[config.mk]
export PLATFORM = sky130hd
export DESIGN_NAME = timer8_control_and_interrupt_regs
export DESIGN_NICKNAME = d
export VERILOG_FILES = /design/src/hw/timer8_control_and_interrupt_regs.v
export VERILOG_INCLUDE_DIRS = /design/src /design/src/inc
export SDC_FILE = /design/constraint.sdc
export NUM_CORES = 1
export LEC_CHECK = 0
export BUFFER_PORTS_ARGS = -buffer_cell sky130_fd_sc_hd__buf_2
export CORE_MARGIN = 8
export CORE_UTILIZATION = 40
export DETAILED_ROUTE_END_ITERATION = 16
export GPL_TIMING_DRIVEN = 1
export SLEW_MARGIN = 20
export SYNTH_ARGS = -nofsm -noshare
export SYNTH_HDL_FRONTEND = slang
export SYNTH_SLANG_ARGS = --single-unit
[constraint.sdc]
create_clock -name ref_clk_in -period 5.75 [get_ports ref_clk_in]
set_clock_uncertainty 0.15 [all_clocks]
set_input_delay 1.4375 -clock ref_clk_in [delete_from_list [all_inputs] [get_ports ref_clk_in]]
set_output_delay 1.4375 -clock ref_clk_in [all_outputs]
set_load 0.02 [all_outputs]
[src/inc/timer8_regs.vh]
// register map, field positions and reset values of the 8-bit timer
`ifndef TIMER8_REGS_VH
`define TIMER8_REGS_VH
`define ADDR_TIMER_CONTROL_A      8'h44
`define ADDR_TIMER_CONTROL_B      8'h45
`define ADDR_TIMER_COUNT_VALUE    8'h46
`define ADDR_COMPARE_VALUE_A      8'h47
`define ADDR_COMPARE_VALUE_B      8'h48
`define ADDR_TIMER_INTERRUPT_FLAGS 8'h35
`define ADDR_TIMER_INTERRUPT_MASK 8'h6e
`define RESET_BYTE                8'h00
`define BIT_FORCE_A               7
`define BIT_FORCE_B               6
`define BIT_WAVE_MODE_BIT2        3
`define BIT_COMPARE_B             2
`define BIT_COMPARE_A             1
`define BIT_OVERFLOW              0
`define COUNT_MAX                 8'hff
`define COUNT_BOTTOM              8'h00
`define PRESCALE_8                10'h007
`define PRESCALE_64               10'h03f
`define PRESCALE_256              10'h0ff
`define PRESCALE_1024             10'h3ff
`define WAVE_NORMAL               3'h0
`define WAVE_CTC                  3'h2
`define WAVE_FAST_TOP_A           3'h7
`define CLOCK_STOPPED             3'h0
`endif

[src/hw/timer8_control_and_interrupt_regs.v]
// 8-bit timer/counter with control, compare, mask and flag registers
`timescale 1ns/1ps
`default_nettype none
`include "timer8_regs.vh"
module timer8_control_and_interrupt_regs (
   input  wire       ref_clk_in,
   input  wire       rst_in,
   input  wire [7:0] io_addr_in,
   input  wire [7:0] io_wdata_in,
   input  wire       io_write_in,
   input  wire       io_read_in,
   input  wire       external_count_pin_in,
   input  wire       vector_ack_a_in,
   input  wire       vector_ack_b_in,
   input  wire       vector_ack_ovf_in,
   output reg  [7:0] io_rdata_out,
   output reg        compare_a_pin_out,
   output reg        compare_b_pin_out,
   output reg        compare_a_irq_out,
   output reg        compare_b_irq_out,
   output reg        overflow_irq_out
);
   // ----------------------------------------------------------------
   // registers
   // ----------------------------------------------------------------
   reg  [7:0] control_a;
   reg  [3:0] control_b;
   reg  [7:0] timer_count_value;
   reg  [7:0] compare_value_a;
   reg  [7:0] compare_value_b;
   reg  [2:0] timer_interrupt_mask;
   reg  [2:0] timer_interrupt_flags;
   reg  [9:0] prescaler;
   reg        pin_prev;
   reg        count_down;
   reg        block_match;
   // ----------------------------------------------------------------
   // field and address decode
   // ----------------------------------------------------------------
   wire [2:0] wave_mode_select;
   wire [2:0] clock_source_select;
   wire [1:0] compare_a_output_mode;
   wire [1:0] compare_b_output_mode;
   wire       wr_ctrl_a;
   wire       wr_ctrl_b;
   wire       wr_count;
   wire       wr_cmp_a;
   wire       wr_cmp_b;
   wire       wr_mask;
   wire       wr_flags;
   wire       non_pwm;
   wire       phase_mode;
   wire       top_is_a;
   wire [7:0] top_value;
   assign wave_mode_select      = {control_b[`BIT_WAVE_MODE_BIT2], control_a[1:0]};
   assign clock_source_select   = control_b[2:0];
   assign compare_a_output_mode = control_a[7:6];
   assign compare_b_output_mode = control_a[5:4];
   assign wr_ctrl_a = io_write_in && (io_addr_in == `ADDR_TIMER_CONTROL_A);
   assign wr_ctrl_b = io_write_in && (io_addr_in == `ADDR_TIMER_CONTROL_B);
   assign wr_count  = io_write_in && (io_addr_in == `ADDR_TIMER_COUNT_VALUE);
   assign wr_cmp_a  = io_write_in && (io_addr_in == `ADDR_COMPARE_VALUE_A);
   assign wr_cmp_b  = io_write_in && (io_addr_in == `ADDR_COMPARE_VALUE_B);
   assign wr_mask   = io_write_in && (io_addr_in == `ADDR_TIMER_INTERRUPT_MASK);
   assign wr_flags  = io_write_in && (io_addr_in == `ADDR_TIMER_INTERRUPT_FLAGS);
   // reserved codes 4 and 6 count as pwm, so stray strobes there stay inert
   assign non_pwm    = (wave_mode_select == `WAVE_NORMAL) || (wave_mode_select == `WAVE_CTC);
   assign phase_mode = (wave_mode_select[1:0] == 2'h1);
   assign top_is_a   = wave_mode_select[2] || (wave_mode_select == `WAVE_CTC);
   assign top_value  = top_is_a ? compare_value_a : `COUNT_MAX;
   // ----------------------------------------------------------------
   // timer clock selection
   // ----------------------------------------------------------------
   reg        tick;
   // pin sampled regardless of its direction setting
   always @* begin
      tick = 1'h0;
      case (clock_source_select)
         `CLOCK_STOPPED: tick = 1'h0;
         3'h1: tick = 1'h1;
         3'h2: tick = ({7'h00, prescaler[2:0]} == `PRESCALE_8);
         3'h3: tick = ({4'h0, prescaler[5:0]} == `PRESCALE_64);
         3'h4: tick = ({2'h0, prescaler[7:0]} == `PRESCALE_256);
         3'h5: tick = (prescaler == `PRESCALE_1024);
         3'h6: tick = pin_prev && !external_count_pin_in;
         3'h7: tick = !pin_prev && external_count_pin_in;
         default: tick = 1'h0;
      endcase
   end
   // ----------------------------------------------------------------
   // shared divider and count pin history
   // ----------------------------------------------------------------
   // one free-running divider serves every tap, so the first divided tick
   // after a source change may come up to one period early
   always @(posedge ref_clk_in) begin
      if (rst_in) begin
         prescaler <= 10'h000;
      end else begin
         prescaler <= prescaler + 10'h001;
      end
   end
   always @(posedge ref_clk_in) begin
      if (rst_in) begin
         pin_prev <= 1'h0;
      end else begin
         pin_prev <= external_count_pin_in;
      end
   end
   // ----------------------------------------------------------------
   // counter sequence and events
   // ----------------------------------------------------------------
   wire       at_top;
   wire       match_a;
   wire       match_b;
   reg        ovf_event;
   reg  [7:0] next_count;
   reg        next_down;
   assign at_top  = (timer_count_value == top_value);
   assign match_a = tick && !block_match && timer_count_value == compare_value_a;
   assign match_b = tick && !block_match && timer_count_value == compare_value_b;
   always @* begin
      next_count = timer_count_value;
      next_down  = count_down;
      ovf_event  = 1'h0;
      if (tick) begin
         if (phase_mode) begin
            if (!count_down && at_top) begin
               next_down  = 1'h1;
               next_count = timer_count_value - 8'h01;
            end else if (count_down && (timer_count_value == `COUNT_BOTTOM)) begin
               next_down  = 1'h0;
               next_count = 8'h01;
               ovf_event  = 1'h1;
            end else if (count_down) begin
               next_count = timer_count_value - 8'h01;
            end else begin
               next_count = timer_count_value + 8'h01;
            end
         end else begin
            next_down = 1'h0;
            // ctc clears at top but still flags overflow only at max
            if (top_is_a && at_top) begin
               next_count = `COUNT_BOTTOM;
               ovf_event  = (wave_mode_select == `WAVE_FAST_TOP_A);
            end else begin
               next_count = timer_count_value + 8'h01;
            end
            if ((timer_count_value == `COUNT_MAX) && (wave_mode_select != `WAVE_FAST_TOP_A)) begin
               ovf_event = 1'h1;
            end
         end
      end
   end
   // ----------------------------------------------------------------
   // counter registers
   // ----------------------------------------------------------------
   always @(posedge ref_clk_in) begin
      if (rst_in) begin
         timer_count_value <= `RESET_BYTE;
      end else if (wr_count) begin
         timer_count_value <= io_wdata_in;
      end else begin
         timer_count_value <= next_count;
      end
   end
   // blocking holds until the first tick after the write
   always @(posedge ref_clk_in) begin
      if (rst_in) begin
         block_match <= 1'h0;
      end else if (wr_count) begin
         block_match <= 1'h1;
      end else if (tick) begin
         block_match <= 1'h0;
      end
   end
   always @(posedge ref_clk_in) begin
      if (rst_in) begin
         count_down <= 1'h0;
      end else begin
         count_down <= next_down;
      end
   end
   // ----------------------------------------------------------------
   // control, compare and mask registers
   // ----------------------------------------------------------------
   always @(posedge ref_clk_in) begin
      if (rst_in) begin
         control_a <= `RESET_BYTE;
      end else if (wr_ctrl_a) begin
         control_a <= io_wdata_in;
      end
   end
   always @(posedge ref_clk_in) begin
      if (rst_in) begin
         control_b <= 4'h0;
      end else if (wr_ctrl_b) begin
         control_b <= io_wdata_in[3:0];
      end
   end
   always @(posedge ref_clk_in) begin
      if (rst_in) begin
         compare_value_a <= `RESET_BYTE;
      end else if (wr_cmp_a) begin
         compare_value_a <= io_wdata_in;
      end
   end
   always @(posedge ref_clk_in) begin
      if (rst_in) begin
         compare_value_b <= `RESET_BYTE;
      end else if (wr_cmp_b) begin
         compare_value_b <= io_wdata_in;
      end
   end
   always @(posedge ref_clk_in) begin
      if (rst_in) begin
         timer_interrupt_mask <= 3'h0;
      end else if (wr_mask) begin
         timer_interrupt_mask <= io_wdata_in[2:0];
      end
   end
   // ----------------------------------------------------------------
   // interrupt flags
   // ----------------------------------------------------------------
   reg  [2:0] next_flags;
   // set wins over clear; forced compares never touch the flags
   always @* begin
      next_flags = timer_interrupt_flags;
      next_flags[`BIT_COMPARE_B] = match_b ||
         (timer_interrupt_flags[`BIT_COMPARE_B] && !vector_ack_b_in &&
          !(wr_flags && io_wdata_in[`BIT_COMPARE_B]));
      next_flags[`BIT_COMPARE_A] = match_a ||
         (timer_interrupt_flags[`BIT_COMPARE_A] && !vector_ack_a_in &&
          !(wr_flags && io_wdata_in[`BIT_COMPARE_A]));
      next_flags[`BIT_OVERFLOW] = ovf_event ||
         (timer_interrupt_flags[`BIT_OVERFLOW] && !vector_ack_ovf_in &&
          !(wr_flags && io_wdata_in[`BIT_OVERFLOW]));
   end
   always @(posedge ref_clk_in) begin
      if (rst_in) begin
         timer_interrupt_flags <= 3'h0;
      end else begin
         timer_interrupt_flags <= next_flags;
      end
   end
   // ----------------------------------------------------------------
   // waveform outputs
   // ----------------------------------------------------------------
   wire       force_a;
   wire       force_b;
   assign force_a = wr_ctrl_b && io_wdata_in[`BIT_FORCE_A] && non_pwm;
   assign force_b = wr_ctrl_b && io_wdata_in[`BIT_FORCE_B] && non_pwm;
   wire       fast_bottom;
   assign fast_bottom = tick && !phase_mode && !non_pwm && (next_count == `COUNT_BOTTOM);
   function next_pin;
      input       cur;
      input [1:0] mode;
      input       event_hit;
      input       at_bottom;
      input       pwm;
      input       down;
      begin
         next_pin = cur;
         if (!pwm) begin
            if (event_hit) begin
               case (mode)
                  2'h1: next_pin = !cur;
                  2'h2: next_pin = 1'h0;
                  2'h3: next_pin = 1'h1;
                  default: next_pin = cur;
               endcase
            end
         end else if (mode[1]) begin
            if (event_hit) begin
               next_pin = mode[0] ^ down;
            end else if (at_bottom) begin
               next_pin = !mode[0];
            end
         end
      end
   endfunction
   always @(posedge ref_clk_in) begin
      if (rst_in) begin
         compare_a_pin_out <= 1'h0;
         compare_b_pin_out <= 1'h0;
      end else begin
         compare_a_pin_out <= next_pin(compare_a_pin_out, compare_a_output_mode,
            match_a || force_a, fast_bottom, !non_pwm, count_down);
         compare_b_pin_out <= next_pin(compare_b_pin_out, compare_b_output_mode,
            match_b || force_b, fast_bottom, !non_pwm, count_down);
      end
   end
   // ----------------------------------------------------------------
   // interrupt requests
   // ----------------------------------------------------------------
   // level requests; the core applies its global enable
   always @(posedge ref_clk_in) begin
      if (rst_in) begin
         compare_a_irq_out <= 1'h0;
         compare_b_irq_out <= 1'h0;
         overflow_irq_out  <= 1'h0;
      end else begin
         compare_b_irq_out <= timer_interrupt_flags[`BIT_COMPARE_B] &&
            timer_interrupt_mask[`BIT_COMPARE_B];
         compare_a_irq_out <= timer_interrupt_flags[`BIT_COMPARE_A] &&
            timer_interrupt_mask[`BIT_COMPARE_A];
         overflow_irq_out  <= timer_interrupt_flags[`BIT_OVERFLOW] &&
            timer_interrupt_mask[`BIT_OVERFLOW];
      end
   end
   // ----------------------------------------------------------------
   // read data
   // ----------------------------------------------------------------
   reg  [7:0] next_rdata;
   always @* begin
      next_rdata = io_rdata_out;
      if (io_read_in) begin
         case (io_addr_in)
            `ADDR_TIMER_CONTROL_A: next_rdata = control_a;
            `ADDR_TIMER_CONTROL_B: next_rdata = {4'h0, control_b};
            `ADDR_TIMER_COUNT_VALUE: next_rdata = timer_count_value;
            `ADDR_COMPARE_VALUE_A: next_rdata = compare_value_a;
            `ADDR_COMPARE_VALUE_B: next_rdata = compare_value_b;
            `ADDR_TIMER_INTERRUPT_MASK: next_rdata = {5'h00, timer_interrupt_mask};
            `ADDR_TIMER_INTERRUPT_FLAGS: next_rdata = {5'h00, timer_interrupt_flags};
            default: next_rdata = `RESET_BYTE;
         endcase
      end
   end
   always @(posedge ref_clk_in) begin
      if (rst_in) begin
         io_rdata_out <= `RESET_BYTE;
      end else begin
         io_rdata_out <= next_rdata;
      end
   end
endmodule // timer8_control_and_interrupt_regs
`default_nettype wire

Word-level counts from Yosys, hierarchy flattened
Index checks and enable logic that the tools add are counted.

Register bits after elaboration: 68. Output and inout port bits: 13. Logic and storage cells: 162. Input port bits: 24.

Multiplexer cells: 33. Reductions and logical operators: 70. Bitwise gates (word level): 2. Equality and inequality tests: 37. $add $sub $neg: 3.

Operators with widths (count): 8-bit 2-to-1 mux (8); 8-bit case mux with 7 select lines (1); 8-bit by 7-bit == test with 1-bit output, second input constant (6); 1-bit logical AND (35); 8-bit == test (3); 1-bit 2-to-1 mux (21); 3-bit == test, second input constant (6); 8-bit == test, second input constant (2); 1-bit zero test (16); 8-bit zero test (2); 10-bit by 1-bit adder with 10-bit output, second input constant (1); 10-bit == test, second input constant (1); 2-bit nonzero test (5); 3-bit by 2-bit == test with 1-bit output, second input constant (3); 8-bit by 1-bit adder with 8-bit output, second input constant (1); 2-bit == test, second input constant (4); 8-bit by 6-bit == test with 1-bit output, second input constant (1); 4-bit by 1-bit != test with 1-bit output, second input constant (2); 1-bit case mux with 8 select lines (1); 4-bit AND reduction (2); 8-bit by 1-bit subtractor with 8-bit output, second input constant (1); 1-bit logical OR (7); 2-bit by 1-bit == test with 1-bit output, second input constant (3); 6-bit == test, second input constant (1); 8 further kinds (12).

Depth between registers and ports, before layout
Gate-level depths: netlist (run 1).

Word-level depth: 14. Depth in mapped cells: 11. Depth with buffers taken out: 10.

Worst setup path after synthesis (run 1)
OpenSTA, ideal clock, no wires.

Path kind: input to register. Start point: in io_addr_in[7]. End point: reg control_a[7]. Data required time: 5.468 ns. Buffers on the path: 1. Stages on the path: 7. Library setup time: 0.132 ns. Setup slack: 2.110 ns. Data arrival time: 3.358 ns. Cell sequence: or4b_1 > nor3b_2 > nor3b_1 > buf_2 > nand2_1 > nand2_1 > a21oi_1.

Word-level cells in the longest chain between the ends: 2.

RTL lines: start: declaration (line timer8_control_and_interrupt_regs.v:8) `input wire [7:0] io_addr_in,`; 8-bit by 7-bit == test with 1-bit output; 1-bit logical AND (line timer8_control_and_interrupt_regs.v:59) `` assign wr_ctrl_a = io_write_in && (io_addr_in == `ADDR_TIMER_CONTROL_A); ``; end signal: assignment (line timer8_control_and_interrupt_regs.v:188) `` control_a <= `RESET_BYTE; ``; end signal: assignment (line timer8_control_and_interrupt_regs.v:190) `control_a <= io_wdata_in;`; end: declaration (line timer8_control_and_interrupt_regs.v:26) `reg [7:0] control_a;`.

No other way between the ends. A chain may end at the register's enable or synchronous reset.

Final worst setup path (run 1)
Start point: in io_addr_in[7]. End point: reg control_a[1].

The elaborated chain is that of the path after synthesis.

==> results of run 1 <==
-- synthesized netlist by cell type, drive strengths merged (5+ instances only) --
master and number:
nand2 51, nor2b 17, nor3 10, ha 6, xnor2 15, mux2i 19
inv 14, buf 8, and3 7, nor2 58, nand4 9, xor2 5
clkbuf 23, nand2b 10, a22oi 12, nor4 8, nand3 45, a211oi 6
dfxtp 68, o21ai 21, a21oi 48
-- flip-flops by register name, summed over array words and instances, names as in the netlist --
signal                 cells
prescaler                 10
control_a                  8
timer_interrupt_mask       3
compare_b_irq_out          1
compare_value_a            8
overflow_irq_out           1
timer_interrupt_flags      3
control_b                  4
timer_count_value          8
compare_a_irq_out          1
io_rdata_out               8
count_down                 1
compare_b_pin_out          1
compare_value_b            8
pin_prev                   1
block_match                1
compare_a_pin_out          1
-- cell families (layout without fill, tap and decap cells) --
logic type,Yosys count,in the layout
flip-flops,68,68
XOR/XNOR,20,20
adder cells (fa/ha/maj),6,6
AND/OR/NAND/NOR,236,236
multiplexers,19,19
buffers and inverters,46,70
AO/OA/AOI/OAI,139,139
-- power by group through the flow --
stage	combinational [uW]	sequential (uW)	clock (uW)
after floorplan	72.1	490	0
after detailed placement	90.2	502	0
after CTS	90.5	491	416
after global routing	98.7	493	440
after global placement	88.7	502	0
final	92.9	492	405
-- stage by stage --
stage	power (uW)	instance area [um^2]
6_report	989.7	4662
5_1_grt	1031	4662
4_1_cts	997.9	4649
3_5_place_dp	592.5	4447
3_3_place_gp	590.8	4447
2_1_floorplan	562.1	4253
-- layout make-up --
cell class | instances | share of cell area (%)
clock buffers | 12 | 3.328
flip-flops and latches | 68 | 29.20
clock inverters | 4 | 1.020
multi-input cells | 420 | 57.19
well taps | 136 | 3.650
repair buffers | 39 | 4.348
inverters | 15 | 1.261
-- critical path: stages --
cell	delay, ps
buf_2	120
or4b_1	590
nor3b_2	440
nor3b_1	700
buf_4	280
nand2_1	170
nand2_1	140
a21oi_1	70
-- how the worst min path moves through the flow --
stage | startpoint | endpoint
finish | control_a[3] | control_a[3]
floorplan | prescaler[0] | prescaler[0]
global route | control_a[2] | control_a[2]
detailed placement | control_a[3] | control_a[3]
CTS | control_a[3] | control_a[3]
global placement | control_a[2] | control_a[2]
-- metal layers --
layer	track usage, %	part of all wire (%)	routed length [um]
met2	28.06	46	5908
met3	3.118	6.2	789
met5	0	0	0
met1	22.94	45	5820
met4	7.273	2.2	279
-- placed cells by master, fill, tap and decap left out, drive strengths merged, types with 3 or more instances in the layout --
cell / netlist / routed
nor2b: 17 / 17
a211o: 4 / 4
o211a: 3 / 3
a22oi: 12 / 12
mux2i: 19 / 19
xor2: 5 / 5
a41oi: 3 / 3
o22ai: 3 / 3
clkbuf: 23 / 12
nand3: 45 / 45
xnor2: 15 / 15
clkinv: 1 / 3
buf: 8 / 39
o21ai: 21 / 21
nor3b: 4 / 4
nor4: 8 / 8
ha: 6 / 6
a31oi: 4 / 4
o2111ai: 4 / 4
nor2: 58 / 58
and3: 7 / 7
nand2: 51 / 51
nand3b: 3 / 3
and2: 3 / 3
nand4: 9 / 9
a2111oi: 3 / 3
inv: 14 / 14
nand2b: 10 / 10
nor3: 10 / 10
o211ai: 3 / 3
a211oi: 6 / 6
a21oi: 48 / 48
dfxtp: 68 / 68
and4: 3 / 3
==> flow_summary.ini, run 1 <==
[outcome]
status = finished clean

[global_route]
overflow = 0
grt_pass1_vias = 3918
grt_pass1_wl_um = 20210
grt_util_all_layers_pct = 17.60
grt_max_degree = 64
antenna_found_initial = 0

[timing]
rsz0062_at_grt = no
finalCritPeriodShare_pct = 67.72
final_max_slew_viol_count = 0
timing.hold.ws_ps = 314.6
setup_violations = 0
tns_ps = 0
worst_pin_slew_ps = 849.3
fmax_mhz = 256.8
setup_ws_ps = 1856
period_needed_ps = 3894
hold_viol = 0
max_slew_margin_pct = 41.92

[place]
numPortBuffers = 36
gp_congestion = 0.9392
place_inst = 678
dp_slack_ps = 1535
hpwl_um = 9024

[yosys]
synth_top_family_by_area = simple AND/OR/NAND/NOR gates
synth-xor-area-share_pct = 4.119
yosysTopAreaCell = dfxtp_1
synth_area_mm2 = 0.004253
syn_inst = 534
synth_ff_type = dfxtp_1
synth-simple-area-share_pct = 28.60
async_reset_ff_share_pct = 0
netlist-cell-type-count = 79
synth_compound_area_share_pct = 23.45
synth.avg_cell_area_um2 = 7.964
yosys_warnings = 0
yosysTopAreaCellShare_pct = 32.01
yosys-top-cells-area = dfxtp_1, a21oi_1, nand3_1, nor2_1, mux2i_1
synth_edf_count = 0
synth_seq_cells = 68
synth.area.mux_share_pct = 4.472
synth_nets = 564
yosysSeqAreaShare_pct = 32.01
synthAdderAreaFrac_pct = 1.765

[critical_path]
reg2reg_slack_ps = 2130
cp_data_arrival_time_ps = 3950
r2r_start = timer_count_value[6]
cp-startpoint = io_addr_in[7]
r2r-end = compare_a_pin_out
path_max_fanout = 8
reg2regPathDepth = 9
crit_end = control_a[1]
crit_type = input pin to flop
cp-start-kind = input pin
end_kind = flop
cp_data_required_time_ps = 5810

[finish]
fill_cells = 1042
drive_gt1_share_pct = 14.87
instances_no_fill = 694
nNetsFinal = 583
multi_input_area_mm2 = 0.002666
seq_area_mm2 = 0.001361
fin_util_pct = 45.16
area_growth_pct = 9.620
n_antenna_cell = 0

[routing]
drt_iter0_drc = 264
ant_nets = 0
vias = 4152
wl_per_cell_um = 18.44
vias_per_cell = 5.983
post-route-drc-count = 0
finalWirelength_um = 12800
drtPass1Iterations = 5

[pwr]
seqPwrFrac_pct = 49.7
power_density_mw_per_mm2 = 212.3
netSwitchingPower_uw = 255.5
internal_power_uw = 734.2
ir_drop_uv = 149.1
clkPwrFrac_pct = 40.9
switching_share_pct = 25.81
comb_power_share_pct = 9.4
power_leakage_uw = 0.001658

[clocking]
postCtsSetupBuffers = 0
clk_pin_slew_ps = 70
cts-buffers-inserted = 9
cts-hold-fix-buffers = 0
tritoncts = yes
cts_sinks = 68
clk_path_buf_depth = 2
cts_resized = 0
ctsRootBufferMaster = clkbuf_8
cts_max_level = 3
clock_latency_ps = 350

[floorplan]
rows = 37
die-width_um = 119.1
die_area_mm2 = 0.01419
core_mm2 = 0.01032
io_pins = 37
start_util_pct = 41.20
dieHeight_um = 119.1

[run]
maxCapViolCount = 0

[worst_hold_path]
hold_path_class = flop to flop
holdPathStages = 2
No activity file was read; power rests on OpenSTA's default activity.
==> inputs of run 2 (changes only) <==
==> constraint.sdc (replaced) <==
create_clock -name ref_clk_in -period 3.5 [get_ports ref_clk_in]
set_clock_uncertainty 0.15 [all_clocks]
set_input_delay 0.875 -clock ref_clk_in [delete_from_list [all_inputs] [get_ports ref_clk_in]]
set_output_delay 0.875 -clock ref_clk_in [all_outputs]
set_load 0.02 [all_outputs]
==> run 2 against run 1 <==
  * Critical path depth increased by 2
  * Cell count increased by 3.9%
  * Via count increased by 3.7%
  * Setup slack got worse by 1600 ps
  * Clock power increased by 66%
  * Sequential share of layout area decreased by 1.2 points
  * Combinational power increased by 85%
  * Hold slack about the same
  * Global-route usage increased by 1.6 points
  * First-iteration DRC count increased by 60%
  * Critical endpoint is now timer_interrupt_flags[0]
  * Routed wire length increased by 5.2%
==> flow_summary.ini, run 2 (synthesis gave the netlist of run 1 again) <==
[finish]
n_antenna_cell = 0
fill_cells = 1005
instances_no_fill = 721
final_cell_mix = dfxtp_1, nor2_1, nand2_1, a21oi_1, nand3_1
area_growth_pct = 14.12
nNetsFinal = 610
drive_gt1_share_pct = 18.46
largest_register_ffs = 10
largest-register = prescaler
final_common_cell = dfxtp_1

[timing]
hold_viol = 0
finalCritPeriodShare_pct = 93.72
final_max_slew_viol_count = 0
timing.hold.ws_ps = 314.9
setup_ws_ps = 219.9
tns_ps = 0
fmax_mhz = 304.9
rsz0062_at_grt = no
setup_violations = 0
max_slew_margin_pct = 55.71
period_needed_ps = 3280
worst_pin_slew_ps = 662.7

[floorplan]
start_util_pct = 41.20
dieHeight_um = 119.1
io_pins = 37
die-width_um = 119.1
rows = 37
core_mm2 = 0.01032
die_area_mm2 = 0.01419

[place]
numPortBuffers = 36
hpwl_um = 10250
gp_congestion = 0.9350
dp_slack_ps = 128.5
place_inst = 705

[critical_path]
max_stage_delay_ps = 660
crit_type = flop to flop
crit_path_top_delay_cell = a2111oi_1
cp_data_arrival_time_ps = 3420
r2r_start = timer_count_value[6]
end_kind = flop
worstPathCellList = clkinv_1 > a222oi_1 > o211ai_1 > nor2_1 > buf_4 > o22ai_1 > a2111oi_1 > buf_4 > a31oi_1 > nor2_1
path_max_fanout = 7
cp-startpoint = timer_count_value[6]
cp_top_family = compound AO/OA/AOI/OAI gates
crit_buf_inv = 3
cp_data_required_time_ps = 3640
cp-start-kind = flop

[pwr]
power_leakage_uw = 0.001799
power_density_mw_per_mm2 = 338.7
power.total_uw = 1644
ir_drop_uv = 341.9

[clocking]
ctsRootBufferMaster = clkbuf_8
tritoncts = yes
clk_pin_slew_ps = 70
cts_max_level = 3
clk_path_buf_depth = 2
cts_sinks = 68
postCtsSetupBuffers = 0
cts-buffers-inserted = 9
clock_latency_ps = 360
cts-hold-fix-buffers = 0

[routing]
wl_per_cell_um = 18.66
drtPass1Iterations = 5
drt_iter0_drc = 423
ant_nets = 0
post-route-drc-count = 0
vias = 4306
finalWirelength_um = 13460
vias_per_cell = 5.972

[run]
maxCapViolCount = 0

[worst_hold_path]
hold_start = control_a[2]
hold_path_class = flop to flop

[global_route]
grt_util_all_layers_pct = 19.17
grt_pass1_wl_um = 22020
antenna_found_initial = 0
overflow = 0
grt_pass1_vias = 4147
grt_max_degree = 32

[outcome]
status = finished clean
## run 2: cell types whose count changed in the layout (fill, tap and decap cells not counted), sizes merged
cell / delta
buf: +27
## run 2: area by class of cell
type                       count  area [um^2]  area share, %
multi-input combinational    420         2655          54.70
sequential                    68         1361          28.05
timing repair buffer          66        405.4          8.353
tap                          136        170.2          3.506
clock buffer                  12        155.1          3.197
inverter                      15        58.81          1.212
clock inverter                 4        47.55         0.9796
## run 2: final timing paths
path | slack, ps | to | cells past startpoint
worst max-delay path | 220 | timer_interrupt_flags[0] | 10
worst max register to register | 220 | timer_interrupt_flags[0] | 10
worst min register to register | 310 | control_a[2] | 2
worst min-delay path | 310 | control_a[2] | 2
## run 2: where the power goes
part	switching (uW)	internal [uW]	total, uW
sequential	16.3	782	798
combinational	105	66.9	172
clock	308	366	673
## run 2: through the flow
stage | cell area [um^2] | utilization, %
after floorplan | 4253 | -
after global placement | 4649 | 45.04
after detailed placement | 4649 | 45.04
after CTS | 4852 | 47.00
after global routing | 4853 | 47.01
final | 4853 | 47.01
## run 2: routing by layer
layer | part of all wire (%) | vias to the layer above | track usage (%)
met5 | 0 | - | 0
met4 | 2.5 | 0 | 7.589
met3 | 5.7 | 30 | 2.834
met2 | 48 | 176 | 31.40
met1 | 44 | 2057 | 24.79
li1 | - | 2043 | -
## run 2: repair_timing
action | CTS | global route
resized for setup | 0 | 1
endpoints found under the setup margin | 0 | 1
endpoints found under the hold margin | 0 | 0
## run 2: tightest hold or removal path, delay by kind of cell, from the launching register on
kind / cells / cell delay (ps)
compound gates: 1 / 60
flops: 1 / 310
simple gates: 1 / 50
